File: src/rtl/bsx_pkg.sv
/*
 * Constants, types and shared functions of the bit, shift and flag
 * execution unit.
 * Assumes a single core clock and a decoder that issues one operation
 * at a time.
 */
// Notes on behaviour
// - Rotate left through carry: bits move up, carry in at 0, bit 7 out; ZCNVH.
// - Rotate right through carry: bits move down, carry in at 7, bit 0 out; ZCNV.
// - Arithmetic shift right moves bits 1..7 down one place; ZCNV, one cycle.
// - Nibble exchange swaps high and low nibbles, no flag changes, one cycle.
// - Transfer flag to register bit writes T into the selected bit; no flags.
// - Status bit force one or zero changes only the selected flag bit.
// - Each flag, interrupt enable too, has its own one-cycle set and clear.
// - Break, no-op, sleep and watchdog restart take one cycle, no flags.
// - Listed access cycle counts hold for internal working memory.
// - Nonvolatile controller accesses take at least one extra cycle.
// - Nonvolatile accesses wait further while the controller is not ready.
package bsx_pkg;

    // ------------------------------------------------------------
    // Flag register layout
    // ------------------------------------------------------------
    localparam int FL_C = 0;
    localparam int FL_Z = 1;
    localparam int FL_N = 2;
    localparam int FL_V = 3;
    localparam int FL_S = 4;
    localparam int FL_H = 5;
    localparam int FL_T = 6;
    localparam int FL_I = 7;
    localparam logic [7:0] FLAGS_RESET = 8'h00;

    // ------------------------------------------------------------
    // Register port map
    // ------------------------------------------------------------
    localparam logic [5:0] ADDR_FLAGS   = 6'h00;
    localparam logic [5:0] ADDR_STATUS  = 6'h01;
    localparam logic [5:0] ADDR_IO_BASE = 6'h20;
    localparam int         IO_REGS      = 32;
    localparam logic [7:0] IO_RESET     = 8'h00;
    localparam logic [7:0] RD_UNMAPPED  = 8'h00;
    localparam int         ST_BUSY_BIT  = 0;

    // ------------------------------------------------------------
    // Access timing
    // ------------------------------------------------------------
    localparam logic [2:0] NVM_EXTRA_MIN = 3'h1;
    localparam logic [2:0] CNT_RESET     = 3'h0;

    // ------------------------------------------------------------
    // Operations issued by the decoder
    // ------------------------------------------------------------
    typedef enum logic [4:0] {
        OP_NONE                       = 5'h00,
        OP_ROTATE_LEFT_THROUGH_CARRY  = 5'h01,
        OP_ROTATE_RIGHT_THROUGH_CARRY = 5'h02,
        OP_ARITH_SHIFT_RIGHT          = 5'h03,
        OP_SWAP                       = 5'h04,
        OP_IO_SET                     = 5'h05,
        OP_IO_CLR                     = 5'h06,
        OP_REG_BIT_TO_TRANSFER_FLAG   = 5'h07,
        OP_TRANSFER_FLAG_TO_REG_BIT   = 5'h08,
        OP_FLAG_SET                   = 5'h09,
        OP_FLAG_CLR                   = 5'h0a,
        OP_GIE_SET                    = 5'h0b,
        OP_GIE_CLR                    = 5'h0c,
        OP_BREAK                      = 5'h0d,
        OP_NOP                        = 5'h0e,
        OP_SLEEP                      = 5'h0f,
        OP_WATCHDOG_RESTART           = 5'h10,
        OP_MEM                        = 5'h11
    } bsx_op_t;

    typedef enum logic [1:0] {
        ST_IDLE = 2'b01,
        ST_MEM  = 2'b10
    } bsx_state_t;

    // Zero, negative, overflow and carry after a shift or rotate
    function automatic logic [7:0] bsx_shift_flags(input logic [7:0] f,
                                                   input logic [7:0] r,
                                                   input logic       c);
        logic [7:0] o;
        o       = f;
        o[FL_C] = c;
        o[FL_Z] = (r == 8'h00);
        o[FL_N] = r[7];
        o[FL_V] = r[7] ^ c;
        return o;
    endfunction

endpackage

File: src/rtl/bsx_mem_if.sv
/*
 * Link between the execution unit and its data access timer.
 * Assumes both ends run on the core clock.
 */
`timescale 1ns/1ps
interface bsx_mem_if;
    logic       start;
    logic       nvm;
    logic [1:0] base;
    logic       nvm_ready;
    logic       finish;

    modport core  (output start, output nvm, output base, output nvm_ready, input finish);
    modport timer (input start, input nvm, input base, input nvm_ready, output finish);
endinterface

File: src/rtl/bsx_mem_timer.sv
/*
 * Data access cycle timer.
 * Assumes the core raises start for one cycle and waits for finish.
 */
`timescale 1ns/1ps
module bsx_mem_timer (
    // Clock and reset
    input  wire logic  clock,
    input  wire logic  reset_n,
    // Core side
    bsx_mem_if.timer   mem
);
    import bsx_pkg::*;

    typedef struct packed {
        logic       run;
        logic       nvm;
        logic [2:0] cnt;
    } bsx_tmr_st_t;

    bsx_tmr_st_t st_ff;
    bsx_tmr_st_t nxt_st;
    logic [2:0]  total;

    always_comb begin
        nxt_st     = st_ff;
        mem.finish = 1'b0;
        total      = {1'b0, (mem.base == 2'h0) ? 2'h1 : mem.base}
                     + (mem.nvm ? NVM_EXTRA_MIN : 3'h0);
        if (mem.start) begin
            if (total == 3'h1) begin
                mem.finish = 1'b1;
            end else begin
                nxt_st.run = 1'b1;
                nxt_st.nvm = mem.nvm;
                nxt_st.cnt = total - 3'h1;
            end
        end else if (st_ff.run) begin
            if (st_ff.cnt > 3'h1) begin
                nxt_st.cnt = st_ff.cnt - 3'h1;
            end else if (!st_ff.nvm || mem.nvm_ready) begin
                mem.finish = 1'b1;
                nxt_st.run = 1'b0;
                nxt_st.cnt = CNT_RESET;
            end
        end
    end

    always_ff @(posedge clock or negedge reset_n) begin
        if (!reset_n) begin
            st_ff <= '{run: 1'b0, nvm: 1'b0, cnt: CNT_RESET};
        end else begin
            st_ff <= nxt_st;
        end
    end

    // ------------------------------------------------------------
    // Checks
    // ------------------------------------------------------------
    property p_int_one;
        @(posedge clock) disable iff (!reset_n)
        mem.start && !mem.nvm && mem.base <= 2'h1 |-> mem.finish;
    endproperty
    a_int_one: assert property (p_int_one) else $error("internal access not one cycle");

    property p_nvm_extra;
        @(posedge clock) disable iff (!reset_n)
        mem.start && mem.nvm && mem.base == 2'h1 |-> !mem.finish ##1 (st_ff.run);
    endproperty
    a_nvm_extra: assert property (p_nvm_extra) else $error("nvm access lacks extra cycle");

    property p_nvm_wait;
        @(posedge clock) disable iff (!reset_n)
        st_ff.run && st_ff.nvm && st_ff.cnt == 3'h1 && !mem.nvm_ready |-> !mem.finish;
    endproperty
    a_nvm_wait: assert property (p_nvm_wait) else $error("finished while nvm busy");
endmodule

File: src/rtl/bsx_exec_unit.sv
/*
 * Bit, shift and flag execution unit with core control operations,
 * flag register, I/O bit registers and data access timing.
 * Assumes the decoder holds op_valid only while not busy is awaited,
 * and that register bus strobes are single cycle and never together.
 */
// Our own choices: the address-and-strobe port and the address map.
`timescale 1ns/1ps
module bsx_exec_unit (
    // Clock and reset
    input  wire  logic             clock,
    input  wire  logic             reset_n,
    // Operation request from the decoder
    input  wire  logic             op_valid,
    input  wire  bsx_pkg::bsx_op_t op_code,
    input  wire  logic [2:0]       op_sel,
    input  wire  logic [4:0]       op_addr,
    input  wire  logic [7:0]       op_data,
    input  wire  logic             op_mem_nvm,
    input  wire  logic [1:0]       op_mem_base,
    // Nonvolatile controller readiness
    input  wire  logic             nvm_ready,
    // Result to the register file
    output logic [7:0]             res_data,
    output logic                   res_we,
    output logic                   op_done,
    output logic                   busy,
    output logic [7:0]             flags,
    // Core control pulses
    output logic                   break_req,
    output logic                   sleep_req,
    output logic                   wdt_restart,
    // Register port
    input  wire  logic [5:0]       reg_addr,
    input  wire  logic [7:0]       reg_wdata,
    input  wire  logic             reg_wr,
    input  wire  logic             reg_rd,
    output logic [7:0]             reg_rdata
);
    import bsx_pkg::*;

    typedef struct packed {
        bsx_state_t             state;
        logic [7:0]             flags;
        logic [7:0]             res;
        logic                   res_we;
        logic                   done;
        logic                   busy;
        logic                   brk;
        logic                   slp;
        logic                   wdog;
        logic [7:0]             rdata;
        logic [IO_REGS-1:0][7:0] io;
    } bsx_exec_st_t;

    bsx_exec_st_t st_ff;
    bsx_exec_st_t nxt_st;
    bsx_mem_if    mem ();
    logic         accept;
    logic [4:0]   io_idx;

    // ------------------------------------------------------------
    // Data access timer
    // ------------------------------------------------------------
    bsx_mem_timer u_timer (
        .clock   (clock),
        .reset_n (reset_n),
        .mem     (mem.timer)
    );

    assign accept        = op_valid && !st_ff.busy;
    assign mem.start     = accept && (op_code == OP_MEM);
    assign mem.nvm       = op_mem_nvm;
    assign mem.base      = op_mem_base;
    assign mem.nvm_ready = nvm_ready;
    assign io_idx        = reg_addr[4:0];

    // ------------------------------------------------------------
    // Next state
    // ------------------------------------------------------------
    always_comb begin
        nxt_st        = st_ff;
        nxt_st.res_we = 1'b0;
        nxt_st.done   = 1'b0;
        nxt_st.brk    = 1'b0;
        nxt_st.slp    = 1'b0;
        nxt_st.wdog   = 1'b0;
        nxt_st.rdata  = RD_UNMAPPED;

        // Register port; execution below overrides a same-cycle write
        if (reg_rd) begin
            if (reg_addr == ADDR_FLAGS) begin
                nxt_st.rdata = st_ff.flags;
            end else if (reg_addr == ADDR_STATUS) begin
                nxt_st.rdata[ST_BUSY_BIT] = st_ff.busy;
            end else if (reg_addr >= ADDR_IO_BASE) begin
                nxt_st.rdata = st_ff.io[io_idx];
            end
        end
        if (reg_wr) begin
            if (reg_addr == ADDR_FLAGS) begin
                nxt_st.flags = reg_wdata;
            end else if (reg_addr >= ADDR_IO_BASE) begin
                nxt_st.io[io_idx] = reg_wdata;
            end
        end

        case (st_ff.state)
            ST_IDLE: begin
                if (accept) begin
                    nxt_st.done = (op_code != OP_MEM);
                    case (op_code)
                        OP_ROTATE_LEFT_THROUGH_CARRY: begin
                            nxt_st.res    = {op_data[6:0], st_ff.flags[FL_C]};
                            nxt_st.res_we = 1'b1;
                            nxt_st.flags  = bsx_shift_flags(st_ff.flags, nxt_st.res,
                                                            op_data[7]);
                            nxt_st.flags[FL_H] = op_data[3];
                        end
                        OP_ROTATE_RIGHT_THROUGH_CARRY: begin
                            nxt_st.res    = {st_ff.flags[FL_C], op_data[7:1]};
                            nxt_st.res_we = 1'b1;
                            nxt_st.flags  = bsx_shift_flags(st_ff.flags, nxt_st.res,
                                                            op_data[0]);
                        end
                        OP_ARITH_SHIFT_RIGHT: begin
                            // Bit 7 stays so the sign survives
                            nxt_st.res    = {op_data[7], op_data[7:1]};
                            nxt_st.res_we = 1'b1;
                            nxt_st.flags  = bsx_shift_flags(st_ff.flags, nxt_st.res,
                                                            op_data[0]);
                        end
                        OP_SWAP: begin
                            nxt_st.res    = {op_data[3:0], op_data[7:4]};
                            nxt_st.res_we = 1'b1;
                        end
                        OP_IO_SET: begin
                            nxt_st.io[op_addr][op_sel] = 1'b1;
                        end
                        OP_IO_CLR: begin
                            nxt_st.io[op_addr][op_sel] = 1'b0;
                        end
                        OP_REG_BIT_TO_TRANSFER_FLAG: begin
                            nxt_st.flags[FL_T] = op_data[op_sel];
                        end
                        OP_TRANSFER_FLAG_TO_REG_BIT: begin
                            nxt_st.res         = op_data;
                            nxt_st.res[op_sel] = st_ff.flags[FL_T];
                            nxt_st.res_we      = 1'b1;
                        end
                        OP_FLAG_SET: begin
                            nxt_st.flags[op_sel] = 1'b1;
                        end
                        OP_FLAG_CLR: begin
                            nxt_st.flags[op_sel] = 1'b0;
                        end
                        OP_GIE_SET: begin
                            nxt_st.flags[FL_I] = 1'b1;
                        end
                        OP_GIE_CLR: begin
                            nxt_st.flags[FL_I] = 1'b0;
                        end
                        OP_BREAK: begin
                            nxt_st.brk = 1'b1;
                        end
                        OP_SLEEP: begin
                            nxt_st.slp = 1'b1;
                        end
                        OP_WATCHDOG_RESTART: begin
                            nxt_st.wdog = 1'b1;
                        end
                        OP_MEM: begin
                            // One-cycle internal access completes at once
                            if (mem.finish) begin
                                nxt_st.done = 1'b1;
                            end else begin
                                nxt_st.busy  = 1'b1;
                                nxt_st.state = ST_MEM;
                            end
                        end
                        default: begin
                            nxt_st.done = 1'b1;
                        end
                    endcase
                end
            end
            ST_MEM: begin
                // Stays stalled as long as the controller holds the access
                if (mem.finish) begin
                    nxt_st.done  = 1'b1;
                    nxt_st.busy  = 1'b0;
                    nxt_st.state = ST_IDLE;
                end
            end
            default: begin
                nxt_st.state = ST_IDLE;
                nxt_st.busy  = 1'b0;
            end
        endcase
    end

    always_ff @(posedge clock or negedge reset_n) begin
        if (!reset_n) begin
            st_ff <= '{state: ST_IDLE, flags: FLAGS_RESET, res: 8'h00, res_we: 1'b0,
                       done: 1'b0, busy: 1'b0, brk: 1'b0, slp: 1'b0, wdog: 1'b0,
                       rdata: RD_UNMAPPED, io: {IO_REGS{IO_RESET}}};
        end else begin
            st_ff <= nxt_st;
        end
    end

    assign res_data    = st_ff.res;
    assign res_we      = st_ff.res_we;
    assign op_done     = st_ff.done;
    assign busy        = st_ff.busy;
    assign flags       = st_ff.flags;
    assign break_req   = st_ff.brk;
    assign sleep_req   = st_ff.slp;
    assign wdt_restart = st_ff.wdog;
    assign reg_rdata   = st_ff.rdata;

    // ------------------------------------------------------------
    // Checks
    // ------------------------------------------------------------
    property p_rot_left;
        @(posedge clock) disable iff (!reset_n)
        accept && op_code == OP_ROTATE_LEFT_THROUGH_CARRY && !reg_wr |=> op_done && res_we
            && res_data == {$past(op_data[6:0]), $past(flags[FL_C])}
            && flags[FL_C] == $past(op_data[7]) && flags[FL_H] == $past(op_data[3]);
    endproperty
    a_rot_left: assert property (p_rot_left) else $error("rotate left result wrong");

    property p_rot_right;
        @(posedge clock) disable iff (!reset_n)
        accept && op_code == OP_ROTATE_RIGHT_THROUGH_CARRY && !reg_wr |=>
            res_data == {$past(flags[FL_C]), $past(op_data[7:1])}
            && flags[FL_C] == $past(op_data[0]) && flags[FL_Z] == (res_data == 8'h00);
    endproperty
    a_rot_right: assert property (p_rot_right) else $error("rotate right result wrong");

    property p_arith_shr;
        @(posedge clock) disable iff (!reset_n)
        accept && op_code == OP_ARITH_SHIFT_RIGHT && !reg_wr |=> res_data[7] == $past(op_data[7])
            && res_data[6:0] == $past(op_data[7:1]) && flags[FL_C] == $past(op_data[0]);
    endproperty
    a_arith_shr: assert property (p_arith_shr) else $error("arith shift right wrong");

    property p_swap;
        @(posedge clock) disable iff (!reset_n)
        accept && op_code == OP_SWAP && !reg_wr |=> $stable(flags)
            && res_data == {$past(op_data[3:0]), $past(op_data[7:4])};
    endproperty
    a_swap: assert property (p_swap) else $error("nibble exchange wrong");

    property p_io_set;
        @(posedge clock) disable iff (!reset_n)
        accept && op_code == OP_IO_SET && !reg_wr |=>
            st_ff.io[$past(op_addr)][$past(op_sel)] && $stable(flags) && !res_we;
    endproperty
    a_io_set: assert property (p_io_set) else $error("io bit not set");

    property p_io_clr;
        @(posedge clock) disable iff (!reset_n)
        accept && op_code == OP_IO_CLR && !reg_wr |=>
            !st_ff.io[$past(op_addr)][$past(op_sel)] && $stable(flags);
    endproperty
    a_io_clr: assert property (p_io_clr) else $error("io bit not cleared");

    property p_t_store;
        @(posedge clock) disable iff (!reset_n)
        accept && op_code == OP_REG_BIT_TO_TRANSFER_FLAG && !reg_wr
            |=> flags[FL_T] == $past(op_data[op_sel])
            && flags[5:0] == $past(flags[5:0]) && flags[FL_I] == $past(flags[FL_I]);
    endproperty
    a_t_store: assert property (p_t_store) else $error("transfer flag store wrong");

    property p_t_load;
        @(posedge clock) disable iff (!reset_n)
        accept && op_code == OP_TRANSFER_FLAG_TO_REG_BIT && !reg_wr |=> res_we && $stable(flags)
            && res_data[$past(op_sel)] == $past(flags[FL_T]);
    endproperty
    a_t_load: assert property (p_t_load) else $error("transfer flag load wrong");

    property p_flag_set;
        @(posedge clock) disable iff (!reset_n)
        accept && op_code == OP_FLAG_SET && !reg_wr |=>
            flags == ($past(flags) | (8'h01 << $past(op_sel)));
    endproperty
    a_flag_set: assert property (p_flag_set) else $error("flag set touched others");

    property p_flag_clr;
        @(posedge clock) disable iff (!reset_n)
        accept && op_code == OP_FLAG_CLR && !reg_wr |=>
            flags == ($past(flags) & ~(8'h01 << $past(op_sel)));
    endproperty
    a_flag_clr: assert property (p_flag_clr) else $error("flag clear touched others");

    // A control op taken right behind may raise its own pulse again
    property p_ctrl;
        @(posedge clock) disable iff (!reset_n)
        accept && !reg_wr
            && (op_code == OP_SLEEP || op_code == OP_WATCHDOG_RESTART || op_code == OP_NOP)
            |=> op_done && $stable(flags) ##1 ((!sleep_req && !wdt_restart) || $past(accept));
    endproperty
    a_ctrl: assert property (p_ctrl) else $error("control op not one cycle");
endmodule

File: config.mk
export PLATFORM = sky130hd
export DESIGN_NAME = bsx_exec_unit
export DESIGN_NICKNAME = d
export VERILOG_FILES = /design/src/rtl/bsx_pkg.sv /design/src/rtl/bsx_mem_if.sv /design/src/rtl/bsx_mem_timer.sv /design/src/rtl/bsx_exec_unit.sv
export SDC_FILE = /design/constraint.sdc
export NUM_CORES = 1
export LEC_CHECK = 0
export BUFFER_PORTS_ARGS = -buffer_cell sky130_fd_sc_hd__buf_2
export CORE_MARGIN = 5
export CORE_UTILIZATION = 50
export CTS_CLUSTER_SIZE = 24
export DETAILED_ROUTE_END_ITERATION = 8
export PLACE_DENSITY = 0.7
export RECOVER_POWER = 25
export SYNTH_ARGS = -nofsm -noshare
export SYNTH_HDL_FRONTEND = slang
export SYNTH_SLANG_ARGS = --single-unit
File: constraint.sdc
create_clock -name clock -period 2.1 [get_ports clock]
set_clock_uncertainty 0.1 [all_clocks]
set_input_delay 0.21 -clock clock [delete_from_list [all_inputs] [get_ports clock]]
set_output_delay 0.21 -clock clock [all_outputs]
set_load 0.05 [all_outputs]
==> results.json, run 1 <==
{
  "synth_warnings": 0,
  "fmax_mhz": 480,
  "finalNonFillerCells": 2529,
  "routed_via_density": 7.05,
  "cts.reportedPaths.clkPinSlew_ps": 60,
  "cts-root-buf": "sky130_fd_sc_hd__clkbuf_16",
  "die_h_um": 194,
  "grtUsageTotal_pct": 35.3,
  "rows": 67,
  "placed_cells": 2451,
  "critPathLaunchType": "flip-flop",
  "fillers": 2825,
  "clkLatencyLatePin_ps": 550,
  "drc_errors": 0,
  "sequential_share_of_the_synthesized_area_pct": 43.3,
  "synth_largest_area_cell": "sky130_fd_sc_hd__dfrtp_1",
  "layout-drive-gt1-share_pct": 20.2,
  "grt_util_met2_pct": 51.4,
  "post_synth_instance_area_mm2": 0.0169,
  "ys_types": 70,
  "rsz0062_at_grt": "true",
  "grt_start_max_net_pins": 65,
  "timing.critical_path.to_type": "flip-flop",
  "tritoncts_clock_tree": "yes",
  "drt_wl_total_um": 69300,
  "power_uw": 18300,
  "required_ps": 2400,
  "synth.area.top_cells": "sky130_fd_sc_hd__dfrtp_1, sky130_fd_sc_hd__o22ai_1, sky130_fd_sc_hd__mux2i_1, sky130_fd_sc_hd__nor2_1, sky130_fd_sc_hd__clkbuf_1",
  "worst_slew_pin_slew_ps": 1600,
  "share_clk_of_total_power_pct": 32.8,
  "pwr_density_cell_mw_per_mm2": 898,
  "status": "complete, but fails checks",
  "globalRouteOverflowTotal": 0,
  "relSlewSlack_pct": -6.83,
  "postSynthAreaPerCell_um2": 8.84,
  "net_load_switching_power_uw": 6020,
  "failed_checks": "capacitance limit, slew limit",
  "layout.area.seq_mm2": 0.00731,
  "grt_first_pass_wirelength_um": 105000,
  "switching_share_pct": 32.9,
  "final_max_slew_viol_count": 55,
  "ant_nets": 0,
  "final_area_mm2": 0.0204,
  "timing.hold.worst_path_depth": 3,
  "cap_viol_max_count": 1,
  "gr-usage-met1_pct": 50.7,
  "finalCriticalPeriod_ps": 2080,
  "global_placement_routability_congestion": 1.01,
  "cts_made_buffers": 35,
  "chipWidth_um": 194,
  "area_growth_syn_to_layout_pct": 20.8,
  "clock_tree.htree_level_count": 2,
  "setup_ws_ps": 15.1,
  "ys_async_sr_fraction_pct": 100,
  "multi_input_area_mm2": 0.00871,
  "critical_path_peak_fanout": 31,
  "finish.net_count": 2112,
  "floorplan.initialDensity_pct": 50.5,
  "final_hold_violation_count": 0,
  "p_leak_uw": 0.00891,
  "first_iter_violations": 2580,
  "synth.net_count": 1963,
  "worstSetupPathType": "reg -> reg",
  "rr_worst_depth": 8,
  "seq_power_share_pct": 41.6,
  "min-delay-path-class": "in -> reg",
  "yosys_most_used_dff": "sky130_fd_sc_hd__dfrtp_1",
  "port_buffers": 73,
  "drt-wirelength-per-cell_um": 27.4,
  "power.internal_uw": 12300,
  "synth_edf_count": 0,
  "clock-sinks": 292,
  "grt_util_met3_pct": 9.24,
  "post-route-period-util_pct": 99.3,
  "netlist.area_leader.share_pct": 43.1,
  "dr.pass1.iters": 6,
  "vias": 17800,
  "combPwrFrac_pct": 25.6,
  "antenna_found_initial": 2,
  "dpl-instance-area_mm2": 0.0190,
  "design.die.area_mm2": 0.0375,
  "post-dp-hpwl_um": 45700,
  "placement.setup.worst_slack_ps": -67.9,
  "clock_tree.buffer_depth": 3,
  "fp.coreArea_mm2": 0.0334,
  "setup_viol": 0,
  "top_level_ports": 74,
  "first_global_vias": 17000,
  "irDropWorstVdd_mv": 0.631,
  "syn-instance-count": 1910,
  "count_of_state_elements_after_synthesis": 292,
  "globalRoute.busiestLayer": "met2",
  "cp_data_arrival_time_ps": 2380
}
==> timing repair <==
item,in CTS,in global routing
gates resized for setup,0,28
setup buffers,0,5
setup endpoints to repair,0,134
endpoints found under the hold margin,250,0
hold buffers,13,0
==> per-layer routing <==
metal  vias to the layer above  share of wire [%]
li1                       7554                  -
met1                      8688                 40
met2                      1360                 43
met3                       223                 13
met4                         4                3.9
met5                         -              0.030
==> state kept, by name (all words and copies together), names as in the netlist <==
register / cells
break_req: 1
flags: 8
op_done: 1
reg_rdata: 8
res_data: 8
res_we: 1
sleep_req: 1
st_ff: 258
u_timer.st_ff: 5
wdt_restart: 1
==> critical path, cell delays in order (launching register included) <==
cell,delay [ps]
sky130_fd_sc_hd__dfstp_2,540
sky130_fd_sc_hd__ha_1,180
sky130_fd_sc_hd__nand3b_1,80
sky130_fd_sc_hd__buf_4,180
sky130_fd_sc_hd__nor2_1,160
sky130_fd_sc_hd__nand2_1,120
sky130_fd_sc_hd__buf_12,200
sky130_fd_sc_hd__o22ai_1,220
sky130_fd_sc_hd__o22ai_1,140
==> Yosys cell counts, types with 6 or more instances <==
| cell type | count |
|---|---|
| sky130_fd_sc_hd__nand4b_1 | 7 |
| sky130_fd_sc_hd__nor2_2 | 8 |
| sky130_fd_sc_hd__a22o_1 | 18 |
| sky130_fd_sc_hd__ha_1 | 9 |
| sky130_fd_sc_hd__nand2_1 | 106 |
| sky130_fd_sc_hd__buf_4 | 27 |
| sky130_fd_sc_hd__nor3_1 | 12 |
| sky130_fd_sc_hd__dfrtp_1 | 291 |
| sky130_fd_sc_hd__mux2i_1 | 145 |
| sky130_fd_sc_hd__o21ai_0 | 15 |
| sky130_fd_sc_hd__buf_2 | 34 |
| sky130_fd_sc_hd__nor4_1 | 17 |
| sky130_fd_sc_hd__nand3_1 | 27 |
| sky130_fd_sc_hd__nand4bb_1 | 6 |
| sky130_fd_sc_hd__and3_1 | 10 |
| sky130_fd_sc_hd__nor3_2 | 11 |
| sky130_fd_sc_hd__a21oi_1 | 11 |
| sky130_fd_sc_hd__nor2_1 | 304 |
| sky130_fd_sc_hd__nand2b_1 | 10 |
| sky130_fd_sc_hd__buf_1 | 16 |
| sky130_fd_sc_hd__inv_1 | 17 |
| sky130_fd_sc_hd__o22ai_1 | 577 |
| sky130_fd_sc_hd__nor2b_1 | 7 |
| sky130_fd_sc_hd__clkbuf_1 | 124 |
| sky130_fd_sc_hd__a211oi_1 | 9 |
| sky130_fd_sc_hd__a22oi_1 | 6 |
==> placed cells by master (no fill, tap or decap), types with 5 or more instances in the layout <==
| master | n |
|---|---|
| sky130_fd_sc_hd__and3_1 | 9 |
| sky130_fd_sc_hd__nand4bb_1 | 6 |
| sky130_fd_sc_hd__buf_12 | 32 |
| sky130_fd_sc_hd__clkbuf_8 | 10 |
| sky130_fd_sc_hd__buf_2 | 71 |
| sky130_fd_sc_hd__nand2_1 | 105 |
| sky130_fd_sc_hd__nor2_2 | 9 |
| sky130_fd_sc_hd__dfrtp_1 | 290 |
| sky130_fd_sc_hd__a22oi_1 | 6 |
| sky130_fd_sc_hd__clkbuf_1 | 9 |
| sky130_fd_sc_hd__nor3_1 | 12 |
| sky130_fd_sc_hd__a32oi_1 | 5 |
| sky130_fd_sc_hd__nor4_1 | 17 |
| sky130_fd_sc_hd__mux2i_1 | 145 |
| sky130_fd_sc_hd__o22ai_2 | 13 |
| sky130_fd_sc_hd__ha_1 | 9 |
| sky130_fd_sc_hd__nand3_1 | 27 |
| sky130_fd_sc_hd__nor3_2 | 11 |
| sky130_fd_sc_hd__or3_1 | 5 |
| sky130_fd_sc_hd__o21ai_0 | 15 |
| sky130_fd_sc_hd__nor2_1 | 303 |
| sky130_fd_sc_hd__or2_2 | 5 |
| sky130_fd_sc_hd__a22o_1 | 18 |
| sky130_fd_sc_hd__a21oi_1 | 10 |
| sky130_fd_sc_hd__a211oi_1 | 8 |
| sky130_fd_sc_hd__dlygate4sd3_1 | 13 |
| sky130_fd_sc_hd__clkbuf_16 | 38 |
| sky130_fd_sc_hd__nand4b_1 | 7 |
| sky130_fd_sc_hd__nand2b_1 | 10 |
| sky130_fd_sc_hd__o22ai_1 | 564 |
| sky130_fd_sc_hd__buf_4 | 190 |
| sky130_fd_sc_hd__inv_1 | 16 |
| sky130_fd_sc_hd__nor2b_1 | 7 |
==> cells by family (layout without fill, tap and decap cells) <==
| family | count (synthesis) | in the layout | share of synthesized area, % |
|---|---|---|---|
| xor gates and xnor gates | 3 | 3 | 0.156 |
| buffers and inverters | 220 | 390 | 5.79 |
| AOI/OAI and AO/OA | 663 | 663 | 25.1 |
| muxes | 150 | 150 | 8.93 |
| adders and majority gates | 9 | 9 | 0.667 |
| other | 0 | 1 | 0 |
| DFF | 292 | 292 | 43.3 |
| and+or+nand+nor | 573 | 573 | 16.1 |
==> path summary, 6_finish.rpt <==
check | start | end | slack (ps)
setup reg to reg | st_ff[286]$_DFFE_PN1P_ | st_ff[134]$_DFF_PN0_ | 20
hold reg to reg | res_data[0]$_DFFE_PN0P_ | res_data[0]$_DFFE_PN0P_ | 370
hold / removal | op_code[2] | sleep_req$_DFF_PN0_ | 20
setup / recovery | st_ff[286]$_DFFE_PN1P_ | st_ff[134]$_DFF_PN0_ | 20
min in group asynchronous | reset_n | res_data[5]$_DFFE_PN0P_ | 520
max in group asynchronous | reset_n | reg_rdata[2]$_DFF_PN0_ | 230
==> stage by stage <==
| stage | hold WS, ps | setup TNS, ps | util (%) |
|---|---|---|---|
| 3_5_place_dp | 83.7 | -215 | 56.8 |
| 5_1_grt | 16.9 | -3090 | 61.0 |
| 3_3_place_gp | 79.5 | -175 | 56.8 |
| 2_1_floorplan | -186 | -1030 | - |
| 4_1_cts | 0.00389 | 0 | 60.5 |
| 6_report | 24.3 | 0 | 61.0 |
==> cell type report <==
class                      instances  share of cell area (%)
multi-input combinational       1398                    42.7
sequential                       292                    35.8
timing repair buffer             314                    12.9
clock buffer                      56                    5.38
tap                              448                    2.75
inverter                          18                   0.331
clock inverter                     2                  0.0675
antenna                            1                  0.0123
==> power by group through the flow <==
stage               logic (µW)  clock network, µW  registers [µW]
floorplan                 2900                  0            7390
global placement          4310                  0            7610
detailed placement        4440                  0            7630
finish                    4690               6000            7620
global route              5020               6280            7710
CTS                       4480               6040            7550
Power figures use the tool's default switching activity.
==> inputs of run 2 (changes only) <==
--- a/config.mk
+++ b/config.mk
@@ -6,7 +6,6 @@
 export NUM_CORES = 1
 export LEC_CHECK = 0
 export BUFFER_PORTS_ARGS = -buffer_cell sky130_fd_sc_hd__buf_2
-export CORE_MARGIN = 5
 export CORE_UTILIZATION = 50
 export CTS_CLUSTER_SIZE = 24
 export DETAILED_ROUTE_END_ITERATION = 8
@@ -14,4 +13,5 @@
 export RECOVER_POWER = 25
 export SYNTH_ARGS = -nofsm -noshare
 export SYNTH_HDL_FRONTEND = slang
+export SYNTH_HIERARCHICAL = 1
 export SYNTH_SLANG_ARGS = --single-unit
==> run 2 against run 1 <==
Against the previous run: synthesized cell count shrank 3.1%; area after synthesis grew 4.3%; first-iteration DRC count shrank 17%; core utilization grew 2.6 points; die area shrank 4.1%; count of clock-buffer cells in the layout shrank 4; power shrank 6.2%; the run ends with setup timing left; routed wire length grew 0.13%; final area grew 7.9%; hold slack lost 9.3 ps; via count shrank 4.8%.
==> results.json, run 2 <==
{
  "status": "complete, but fails checks",
  "failed_checks": "setup timing",
  "timing.hold.worst_path_depth": 3,
  "drt_wl_total_um": 69400,
  "clkLatencyLatePin_ps": 520,
  "synth.net_count": 1903,
  "drt-wirelength-per-cell_um": 27.7,
  "clock_tree.buffer_depth": 3,
  "reg2reg_to": "st_ff[255]$_DFF_PN0_",
  "cts-root-buf": "sky130_fd_sc_hd__clkbuf_16",
  "holdCritStartpoint": "op_code[0]",
  "ys_types": 67,
  "irDropWorstVdd_mv": 0.570,
  "final_max_slew_viol_count": 0,
  "cts_made_buffers": 35,
  "grt_first_pass_wirelength_um": 98800,
  "largest_register_ff_count": 258,
  "worst_setup_slack_for_register_to_register_paths_ps": -50,
  "global_placement_routability_congestion": 1.03,
  "clock_tree.htree_level_count": 2,
  "synth.area.top_cells": "sky130_fd_sc_hd__dfrtp_1, sky130_fd_sc_hd__mux2i_1, sky130_fd_sc_hd__o22ai_1, sky130_fd_sc_hd__nor2_1, sky130_fd_sc_hd__clkbuf_1",
  "layout_commonest_cell": "sky130_fd_sc_hd__mux2i_1",
  "grt_start_max_net_pins": 80,
  "layout_common_cells": "sky130_fd_sc_hd__mux2i_1, sky130_fd_sc_hd__dfrtp_1, sky130_fd_sc_hd__o22ai_1",
  "yosysMostFrequentCell": "sky130_fd_sc_hd__mux2i_1",
  "netlist.area_leader.share_pct": 41.3,
  "cap_viol_max_count": 0,
  "grtUsageTotal_pct": 36.1,
  "drc_errors": 0,
  "dr.pass1.iters": 6,
  "finalCriticalPeriod_ps": 2150,
  "ant_nets": 0,
  "final_hold_violation_count": 0,
  "cts.reportedPaths.clkPinSlew_ps": 60,
  "gr-usage-met1_pct": 48.9,
  "die_h_um": 190,
  "first_global_vias": 16200,
  "synth_warnings": 6,
  "worst_slew_pin_slew_ps": 1250,
  "fp.coreArea_mm2": 0.0346,
  "antenna_found_initial": 0,
  "postSynthAreaPerCell_um2": 9.52,
  "rr_worst_depth": 8,
  "top_level_ports": 74,
  "sequential_share_of_the_synthesized_area_pct": 41.5,
  "synthTopCellsByCount": "sky130_fd_sc_hd__mux2i_1, sky130_fd_sc_hd__dfrtp_1, sky130_fd_sc_hd__o22ai_1",
  "relSlewSlack_pct": 16.9,
  "setup_ws_ps": -48.1,
  "num_antenna_cells": 0,
  "grt_util_met3_pct": 8.23,
  "top_register": "st_ff",
  "setup_viol": 38,
  "clock-sinks": 292,
  "worstSetupPathType": "reg -> reg",
  "finalSetupTns_ps": -832,
  "tritoncts_clock_tree": "yes",
  "grt_util_met2_pct": 55.2,
  "routed_via_density": 6.78,
  "floorplan.initialDensity_pct": 50.9,
  "fmax_mhz": 466,
  "layout-drive-gt1-share_pct": 26.4,
  "post_synth_instance_area_mm2": 0.0176,
  "syn-instance-count": 1850,
  "required_ps": 2400,
  "yosys_most_used_dff": "sky130_fd_sc_hd__dfrtp_1",
  "ys_async_sr_fraction_pct": 100,
  "finish.net_count": 2078,
  "design.die.area_mm2": 0.0360,
  "globalRoute.busiestLayer": "met2",
  "synth_largest_area_cell": "sky130_fd_sc_hd__dfrtp_1",
  "timing.rr.start": "st_ff[286]$_DFFE_PN1P_",
  "post-route-period-util_pct": 102,
  "cp_data_arrival_time_ps": 2450,
  "area_growth_syn_to_layout_pct": 25.0,
  "timing.hold.worst_endpoint": "wdt_restart$_DFF_PN0_",
  "pwr_density_cell_mw_per_mm2": 781,
  "port_buffers": 73,
  "post-dp-hpwl_um": 43200,
  "globalRouteOverflowTotal": 0,
  "count_of_state_elements_after_synthesis": 292,
  "vias": 17000,
  "min-delay-path-class": "in -> reg",
  "rows": 68,
  "chipWidth_um": 190,
  "fillers": 2685,
  "critical_path_peak_fanout": 16,
  "critPathLaunchType": "flip-flop",
  "power_uw": 17200,
  "rsz0062_at_grt": "true",
  "placed_cells": 2422,
  "first_iter_violations": 2144,
  "multi_input_area_mm2": 0.00992,
  "timing.critical_path.to_type": "flip-flop",
  "p_leak_uw": 0.00974,
  "layout.area.seq_mm2": 0.00731,
  "synth_edf_count": 0,
  "finalNonFillerCells": 2502
}
## run 2: changes by cell type after synthesis, sizes merged, moves of 11 or more
| cell | before | now |
|---|---|---|
| nand2b | 10 | 22 |
| o21ai | 17 | 60 |
| clkbuf | 124 | 135 |
| buf | 78 | 64 |
| nor2 | 312 | 229 |
| o22ai | 577 | 291 |
| mux2i | 145 | 334 |
| nand3 | 27 | 12 |
| or3 | 5 | 40 |
| o221ai | 1 | 49 |
## run 2: critical path: stages (launching register included)
cell	delay (ps)
sky130_fd_sc_hd__dfstp_2	550
sky130_fd_sc_hd__ha_4	130
sky130_fd_sc_hd__nand3b_1	180
sky130_fd_sc_hd__nor3_4	270
sky130_fd_sc_hd__buf_12	170
sky130_fd_sc_hd__nand2_4	100
sky130_fd_sc_hd__clkbuf_16	260
sky130_fd_sc_hd__o221ai_2	160
sky130_fd_sc_hd__o21ai_1	90
## run 2: logic make-up (layout without fill, tap and decap cells)
kind of cell	after synthesis	after routing	share of synthesized area, %
and+or+nand+nor	522	522	15.2
AOI/OAI and AO/OA	464	464	17.3
muxes	347	347	19.9
DFF	292	292	41.5
buffers and inverters	213	410	5.36
adders and majority gates	9	9	0.639
xor gates and xnor gates	3	3	0.149
## run 2: area by class of cell
class | instances | share of cell area, %
inverter | 14 | 0.239
clock inverter | 7 | 0.182
timing repair buffer | 337 | 14.0
tap | 455 | 2.59
clock buffer | 52 | 4.69
sequential | 292 | 33.2
multi-input combinational | 1345 | 45.1
## run 2: through the flow
stage	setup WS [ps]	util, %	hold slack, ps	instance area (µm²)
after global routing	-97.0	63.6	26.6	22000
after CTS	-1.91	61.6	4.74	21300
after global placement	-195	58.3	156	20200
final	-48.1	63.6	15.0	22000
after detailed placement	-198	58.3	162	20200
after floorplan	-32.1	-	-186	17900
## run 2: what timing repair did
action	4_1_cts	5_1_grt
buffers inserted	0	2
endpoints found under the hold margin	71	0
gates resized for setup	1	106
hold buffers	6	0
pin swaps	0	32
cloned	0	13
endpoints found under the setup margin	7	251
## run 2: routing by layer
metal	up-vias	routed length, µm
li1	7269	-
met1	8230	26600
met2	1211	30400
met3	258	8690
met4	0	3740
met5	-	0
## run 2: report_power, final
part | internal, µW | total, µW | switching, µW
clock network | 3390 | 5800 | 2420
logic | 1760 | 4190 | 2440
registers | 6550 | 7190 | 634
total | 11700 | 17200 | 5490
## run 2: worst max-delay path by stage
| stage | start | to | slack, ps | cells after the start |
|---|---|---|---|---|
| after floorplan | st_ff[287]$_DFFE_PN0P_ | flags[5]$_DFFE_PN0P_ | -30 | 7 |
| after global placement | reg_addr[3] | reg_rdata[5]$_DFF_PN0_ | -200 | 7 |
| after detailed placement | reg_addr[3] | reg_rdata[5]$_DFF_PN0_ | -200 | 7 |
| after CTS | st_ff[286]$_DFFE_PN1P_ | st_ff[204]$_DFF_PN0_ | -2 | 8 |
| after global routing | st_ff[286]$_DFFE_PN1P_ | st_ff[97]$_DFF_PN0_ | -100 | 8 |
| final | st_ff[286]$_DFFE_PN1P_ | st_ff[255]$_DFF_PN0_ | -50 | 8 |
